**src/rtl/mcf_consts.svh**
```systemverilog
// Constants for the motion command frame interpreter.
// Assumes inclusion by the interpreter module only.
`ifndef MCF_CONSTS_SVH
`define MCF_CONSTS_SVH
`define MCF_BODY_BYTES 4'h7
`define MCF_FRAME_BYTES 4'h9
`define MCF_BYTE_CMD 4'h1
`define MCF_BYTE_TYPE 4'h2
`define MCF_BYTE_BANK 4'h3
`define MCF_BYTE_VAL0 4'h4
`define MCF_BYTE_VAL3 4'h7
`define MCF_BYTE_CSUM 4'h8
`define MCF_ST_OK 8'h64
`define MCF_ST_STORED 8'h65
`define MCF_ST_CSUM 8'h01
`define MCF_ST_BADCMD 8'h02
`define MCF_ST_BADTYPE 8'h03
`define MCF_ST_BADVAL 8'h04
`define MCF_ST_LOCKED 8'h05
`define MCF_ST_NA 8'h06
`endif

```
**src/rtl/mcf_pkg.sv**
```systemverilog
// Types for the motion command frame interpreter.
// Assumes mcf_consts.svh sits in the include path.
package mcf_pkg;
	typedef struct packed {
		logic [7:0] cmd;
		logic [7:0] typ;
		logic [7:0] bank;
		logic [31:0] value;
	} mcf_cmd_s;
	typedef struct packed {
		logic [7:0] status;
		logic [31:0] value;
	} mcf_res_s;
	typedef enum logic [5:0] {
		MCF_RX = 6'h01,
		MCF_SRC = 6'h02,
		MCF_EXEC = 6'h04,
		MCF_WAIT = 6'h08,
		MCF_TX = 6'h10,
		MCF_DONE = 6'h20
	} mcf_state_e;
endpackage

```
**src/rtl/mcf_interp.sv**
```systemverilog
// Command frame interpreter: receives frames byte by byte, runs each command
// through an executor port unless its serial checksum fails, replies to host commands with one status frame.
// Assumes byte strobes synchronous to clk_sys; executor answers with a pulse.
`timescale 1ns/100ps
`include "mcf_consts.svh"
// Operation
// - Transmit only as reply to a command
// - Receive by default, drive bus only replying
// - Body: command, type, bank, four-byte value
// - Serial frame adds address and checksum bytes
// - Command checksum sums all preceding bytes
// - Exactly one reply per host command
// - Reply: addresses, status, command, value, checksum
// - Reply checksum sums all other bytes
// - CAN command omits address and checksum
// - CAN reply omits address and checksum
// - Status 100 executed, 101 stored
// - Error statuses one through six
// - Finish action before starting reply
// - Program memory may issue same commands
module mcf_interp
	import mcf_pkg::*;
#(
	parameter logic [7:0] MODULE_ADDR = 8'h01,
	parameter logic [7:0] REPLY_ADDR = 8'h02
)
(
	input wire logic clk_sys,
	input wire logic reset,
	input wire logic can_mode,
	input wire logic [7:0] rx_data,
	input wire logic rx_valid,
	output logic [7:0] tx_data,
	output logic tx_valid,
	input wire logic tx_ready,
	output logic tx_drive,
	input wire logic prog_valid,
	input wire mcf_pkg::mcf_cmd_s prog_cmd,
	output logic prog_ack,
	output mcf_pkg::mcf_cmd_s exec_cmd,
	output logic exec_start,
	input wire logic exec_done,
	input wire mcf_pkg::mcf_res_s exec_res,
	output logic cmd_error
);
	import mcf_pkg::*;

	mcf_state_e state, next_state;
	logic [3:0] idx, next_idx;
	logic [7:0] sum, next_sum;
	logic csum_bad, next_csum_bad;
	logic skip, next_skip;
	logic from_prog, next_from_prog;
	mcf_cmd_s cmd, next_cmd;
	mcf_res_s res, next_res;
	logic [7:0] next_tx_data;
	logic next_tx_valid, next_tx_drive, next_prog_ack, next_exec_start, next_cmd_error;
	logic [3:0] pos;

	function automatic logic [3:0] last_idx(input logic can);
		last_idx = can ? (`MCF_BODY_BYTES - 4'h1) : (`MCF_FRAME_BYTES - 4'h1);
	endfunction

	// Reply byte at position i, serial numbering; CAN uses bytes 2..7
	function automatic logic [7:0] reply_byte(input logic [3:0] i, input mcf_res_s r,
			input logic [7:0] c, input logic [7:0] s);
		case (i)
			4'h0: reply_byte = REPLY_ADDR;
			4'h1: reply_byte = MODULE_ADDR;
			4'h2: reply_byte = r.status;
			4'h3: reply_byte = c;
			4'h4: reply_byte = r.value[31:24];
			4'h5: reply_byte = r.value[23:16];
			4'h6: reply_byte = r.value[15:8];
			4'h7: reply_byte = r.value[7:0];
			default: reply_byte = s;
		endcase
	endfunction

	always_comb
	begin
		next_state = state;
		next_idx = idx;
		next_sum = sum;
		next_csum_bad = csum_bad;
		next_skip = skip;
		next_from_prog = from_prog;
		next_cmd = cmd;
		next_res = res;
		next_tx_data = tx_data;
		next_tx_valid = tx_valid;
		next_tx_drive = tx_drive;
		next_prog_ack = 1'b0;
		next_exec_start = 1'b0;
		next_cmd_error = 1'b0;
		// CAN position offset by one so field indices match serial layout
		pos = can_mode ? idx + 4'h1 : idx;
		case (state)
			MCF_RX:
			begin
				if (rx_valid)
				begin
					next_sum = sum + rx_data;
					if (!can_mode && idx == 4'h0 && rx_data != MODULE_ADDR)
						next_skip = 1'b1;
					case (pos)
						`MCF_BYTE_CMD: next_cmd.cmd = rx_data;
						`MCF_BYTE_TYPE: next_cmd.typ = rx_data;
						`MCF_BYTE_BANK: next_cmd.bank = rx_data;
						`MCF_BYTE_CSUM: next_csum_bad = (rx_data != sum);
						default:
							if (pos >= `MCF_BYTE_VAL0 && pos <= `MCF_BYTE_VAL3)
								next_cmd.value = {cmd.value[23:0], rx_data};
					endcase
					if (idx == last_idx(can_mode))
					begin
						next_idx = 4'h0;
						next_sum = 8'h00;
						next_skip = 1'b0;
						next_from_prog = 1'b0;
						// Skipped frames end silently; no reply without own command
						if (!(skip || (!can_mode && idx == 4'h0 && rx_data != MODULE_ADDR)))
							next_state = MCF_EXEC;
					end
					else
						next_idx = idx + 4'h1;
				end
				else if (prog_valid && idx == 4'h0)
				begin
					// Program engine only between host frames, so frames never mix
					next_cmd = prog_cmd;
					next_from_prog = 1'b1;
					next_csum_bad = 1'b0;
					next_prog_ack = 1'b1;
					next_state = MCF_EXEC;
				end
			end
			MCF_EXEC:
			begin
				next_state = MCF_SRC;
				if (csum_bad && !can_mode && !from_prog)
				begin
					next_res.status = `MCF_ST_CSUM;
					next_res.value = 32'h0000_0000;
					next_cmd_error = 1'b1;
				end
				else
				begin
					next_exec_start = 1'b1;
					next_state = MCF_WAIT;
				end
			end
			MCF_WAIT:
				if (exec_done)
				begin
					next_res = exec_res;
					next_cmd_error = exec_res.status < `MCF_ST_OK;
					next_state = MCF_SRC;
				end
			MCF_SRC:
			begin
				// Program commands get no host reply
				if (from_prog)
					next_state = MCF_RX;
				else
				begin
					next_idx = can_mode ? 4'h2 : 4'h0;
					next_sum = 8'h00;
					next_state = MCF_TX;
				end
			end
			MCF_TX:
			begin
				next_tx_drive = 1'b1;
				if (!tx_valid || tx_ready)
				begin
					next_tx_data = reply_byte(idx, res, cmd.cmd, sum);
					next_sum = sum + reply_byte(idx, res, cmd.cmd, sum);
					next_tx_valid = 1'b1;
					if (idx == (can_mode ? `MCF_BYTE_VAL3 : `MCF_BYTE_CSUM))
						next_state = MCF_DONE;
					else
						next_idx = idx + 4'h1;
				end
			end
			MCF_DONE:
				if (tx_ready)
				begin
					next_tx_valid = 1'b0;
					next_tx_drive = 1'b0;
					next_idx = 4'h0;
					next_sum = 8'h00;
					next_state = MCF_RX;
				end
			default: next_state = MCF_RX;
		endcase
	end

	always_ff @(posedge clk_sys)
	begin
		if (reset)
		begin
			state <= MCF_RX;
			idx <= 4'h0;
			sum <= 8'h00;
			csum_bad <= 1'b0;
			skip <= 1'b0;
			from_prog <= 1'b0;
			cmd <= '0;
			res <= '0;
			tx_data <= 8'h00;
			tx_valid <= 1'b0;
			tx_drive <= 1'b0;
			prog_ack <= 1'b0;
			exec_start <= 1'b0;
			cmd_error <= 1'b0;
		end
		else
		begin
			state <= next_state;
			idx <= next_idx;
			sum <= next_sum;
			csum_bad <= next_csum_bad;
			skip <= next_skip;
			from_prog <= next_from_prog;
			cmd <= next_cmd;
			res <= next_res;
			tx_data <= next_tx_data;
			tx_valid <= next_tx_valid;
			tx_drive <= next_tx_drive;
			prog_ack <= next_prog_ack;
			exec_start <= next_exec_start;
			cmd_error <= next_cmd_error;
		end
	end

	assign exec_cmd = cmd;
endmodule // mcf_interp

```
**config.mk**
```make
export PLATFORM = sky130hd
export DESIGN_NAME = mcf_interp
export DESIGN_NICKNAME = d
export VERILOG_FILES = /design/src/rtl/mcf_pkg.sv /design/src/rtl/mcf_interp.sv
export VERILOG_INCLUDE_DIRS = /design/src /design/src/rtl
export SDC_FILE = /design/constraint.sdc
export NUM_CORES = 1
export LEC_CHECK = 0
export BUFFER_PORTS_ARGS = -buffer_cell sky130_fd_sc_hd__clkbuf_2
export CAP_MARGIN = 5
export CELL_PAD_IN_SITES_DETAIL_PLACEMENT = 1
export CELL_PAD_IN_SITES_GLOBAL_PLACEMENT = 2
export CORE_ASPECT_RATIO = 1.5
export CORE_MARGIN = 2
export CORE_UTILIZATION = 31
export CTS_BUF_LIST = sky130_fd_sc_hd__clkbuf_16
export CTS_CLUSTER_SIZE = 8
export DETAILED_ROUTE_END_ITERATION = 8
export GPL_ROUTABILITY_DRIVEN = 0
export PLACE_DENSITY = 0.86
export SYNTH_ARGS = -nofsm -noshare
export SYNTH_HDL_FRONTEND = slang
export SYNTH_SLANG_ARGS = --single-unit
```
**constraint.sdc**
```tcl
create_clock -name clk_sys -period 7.2 [get_ports clk_sys]
set_input_delay 0.72 -clock clk_sys [delete_from_list [all_inputs] [get_ports clk_sys]]
set_output_delay 0.72 -clock clk_sys [all_outputs]
set_load 0.02 [all_outputs]
```
==> results.py <==
metrics = {
    "timing": {
        "whs_ns": 0.455,
        "worst_slew_pin_slew_ns": 1.24,
        "rsz0062_at_grt": "no",
        "relSlewSlack_pct": 17.4,
        "slew_viol_final": 0,
        "setup_viol": 0,
        "hold_viol": 0,
        "finalSetupTns_ns": 0,
        "period_needed_ns": 3.68,
        "period_share_pct": 51.1,
        "finClkSkew_ns": 0.00924,
        "fmax_ghz": 0.272,
    },
    "setup_path": {
        "cp_max_fo": 21,
        "cpPeakStageDelay_ns": 0.67,
        "critical_path_required_ns": 7.54,
        "criticalPathCategory": "reg -> reg",
        "cp-start-kind": "flip-flop",
        "crit_slowest_cell": "ha_1",
        "critPathCaptureType": "flip-flop",
        "worstPathCellList": "ha_1 > or4_1 > nand2_1 > a22o_1 > ha_1 > fa_1 > a21o_1 > a21oi_1 > o21ai_0 > xor2_1 > nand2_1 > a311oi_2",
        "crit_arrival_ns": 4.02,
        "critPathTopFamily": "adder cells",
        "worst-path-buf-inv": 0,
    },
    "synthesis": {
        "synth-async-reset-ratio_pct": 0,
        "ys_seq_area_share_pct": 38.0,
        "synth_common_cells": "dfxtp_1, nor2_1, mux2i_1, nand2_1",
        "synth_top_area_share_pct": 38.0,
        "avgSynthCellArea_um2": 8.98,
        "synthFlopType": "dfxtp_1",
        "ys_types": 69,
        "ys_ff_latch": 130,
        "synth_largest_area_cell": "dfxtp_1",
        "yosysMostFrequentCell": "dfxtp_1",
        "synth_cells": 763,
        "synth_edf_count": 0,
        "netlist_area_um2": 6850,
        "synth_area_leaders": "dfxtp_1, mux2i_1, nor2_1",
        "synth_fp_nets": 895,
        "yosys_warnings": 0,
    },
    "placement": {
        "io_buffers": 179,
        "numPlacedInstances": 1161,
        "place_hpwl_um": 16800,
        "place_area_um2": 7850,
    },
    "final_layout": {
        "antenna_cells": 0,
        "drive_gt1_share_pct": 28.4,
        "final_nets": 1040,
        "regArea_um2": 2600,
        "multi_input_area_um2": 3910,
        "n_fill_cell": 2603,
        "final_cells": 1193,
        "final_area_um2": 8440,
        "syn_to_final_growth_pct": 23.2,
    },
    "floorplanning": {
        "io_pins": 180,
        "die_w_um": 125,
        "die-area_um2": 23300,
        "dieHeight_um": 186,
        "rows": 66,
        "initial_core_util_pct": 31.6,
        "core_area_um2": 21700,
    },
    "global_routing": {
        "grt_pass1_wl_um": 35100,
        "antenna_found_initial": 0,
        "grt_pass1_vias": 6349,
        "grt-ovfl-total": 0,
        "grt_use_total_pct": 19.3,
        "grt_max_degree": 79,
    },
    "power_and_ir_drop": {
        "p_leak_nw": 3.47,
        "fin_total_pwr_mw": 2.99,
        "p_per_area_nw_per_um2": 354,
        "ir_drop_mv": 0.184,
    },
    "clock_tree": {
        "clk_latency_ns": 0.43,
        "cts_hold_buf": 0,
        "post_cts_resized": 0,
        "numCtsBuffers": 17,
        "clock-root-buffer": "clkbuf_16",
        "post-cts-setup-buffer-count": 0,
        "clock_sinks": 130,
        "cts.clk_slew.worst_paths_ns": 0.06,
        "cts_tree": "built",
        "clockBufferDepth": 2,
        "h-tree-depth": 4,
    },
    "hold_path": {
        "hold_class": "reg -> reg",
    },
    "detailed_routing": {
        "vias": 6249,
        "vias_per_cell": 5.24,
        "post-route-drc-count": 0,
        "drtIter0Drc": 265,
        "wl_per_cell_um": 18.8,
        "routed_wl_um": 22400,
        "ant_nets": 0,
        "dr.pass1.iters": 5,
    },
    "run": {
        "maxCapViolCount": 0,
    },
    "status": {
        "status": "finished clean",
    },
}
[state kept, by name (all words and copies together), names as in the netlist, 4 cells and up]
register and cells:
exec_cmd 56, tx_data 8, sum 8, idx 4, res 40, state 6
[per-layer routing]
| metal | vias up | track usage, % | share of wire (%) |
|---|---|---|---|
| li1 | 3095 | - | - |
| met1 | 2947 | 22.5 | 43 |
| met2 | 183 | 35.4 | 51 |
| met3 | 24 | 3.59 | 4.2 |
| met4 | 0 | 6.49 | 1.7 |
| met5 | - | 0 | 0 |
[through the flow]
stage          utilization (%)  setup slack (ns)
3_3_place_gp              36.1              3.64
2_1_floorplan                -              3.94
5_1_grt                   38.9              3.17
3_5_place_dp              36.1              3.55
4_1_cts                   38.9              3.53
6_report                  38.9              3.52
[power by group]
group | internal, mW | leakage (nW) | switching, mW
Clock | 0.518 | 0.282 | 0.358
Combinational | 0.447 | 2.13 | 0.691
Sequential | 0.845 | 1.06 | 0.128
Total | 1.81 | 3.47 | 1.18
[kinds of logic after synthesis]
kind of cell    Yosys count  synth area share [%]
compound gates          192                  22.2
xor+xnor                 16                  2.15
fa+ha+maj                21                  4.05
buf+inv                  72                  4.98
flops                   130                  38.0
mux                      75                  11.1
simple gates            257                  17.5
[layout make-up]
type                    count  area share, %
clock buffers              17           5.04
clock inverters            15           2.02
inverters                  14          0.622
multi-input cells         561           46.3
flip-flops and latches    130           30.8
well taps                 272           4.03
repair buffers            184           11.1
[worst reg2reg max path, stage by stage, from the launching register on]
cell and delay [ns]:
dfxtp_1 0.51, ha_1 0.67, or4_1 0.23, nand2_1 0.18, a22o_1 0.31, ha_1 0.21, fa_1 0.42, a21o_1 0.20
a21oi_1 0.22, o21ai_0 0.15, xor2_1 0.14, nand2_1 0.08, a311oi_2 0.27
[worst paths after layout]
| kind | from | end | slack [ns] | depth (start not counted) |
|---|---|---|---|---|
| hold reg to reg | res[15] | res[15] | 0.45 | 2 |
| hold / removal | res[15] | res[15] | 0.45 | 2 |
| setup / recovery | idx[0] | sum[6] | 3.52 | 12 |
| setup reg to reg | idx[0] | sum[6] | 3.52 | 12 |
[placed cells by master, fill, tap and decap left out, types with 10 or more instances in the layout]
| master | n |
|---|---|
| nand2_1 | 65 |
| ha_1 | 19 |
| a211oi_2 | 19 |
| inv_1 | 13 |
| a21oi_1 | 57 |
| clkbuf_16 | 17 |
| a211oi_1 | 39 |
| nand3_1 | 58 |
| mux2_2 | 10 |
| clkbuf_2 | 177 |
| nor2_1 | 90 |
| o21ai_0 | 10 |
| dfxtp_1 | 130 |
| mux2i_1 | 65 |
No activity file was read; power rests on OpenSTA's default activity.
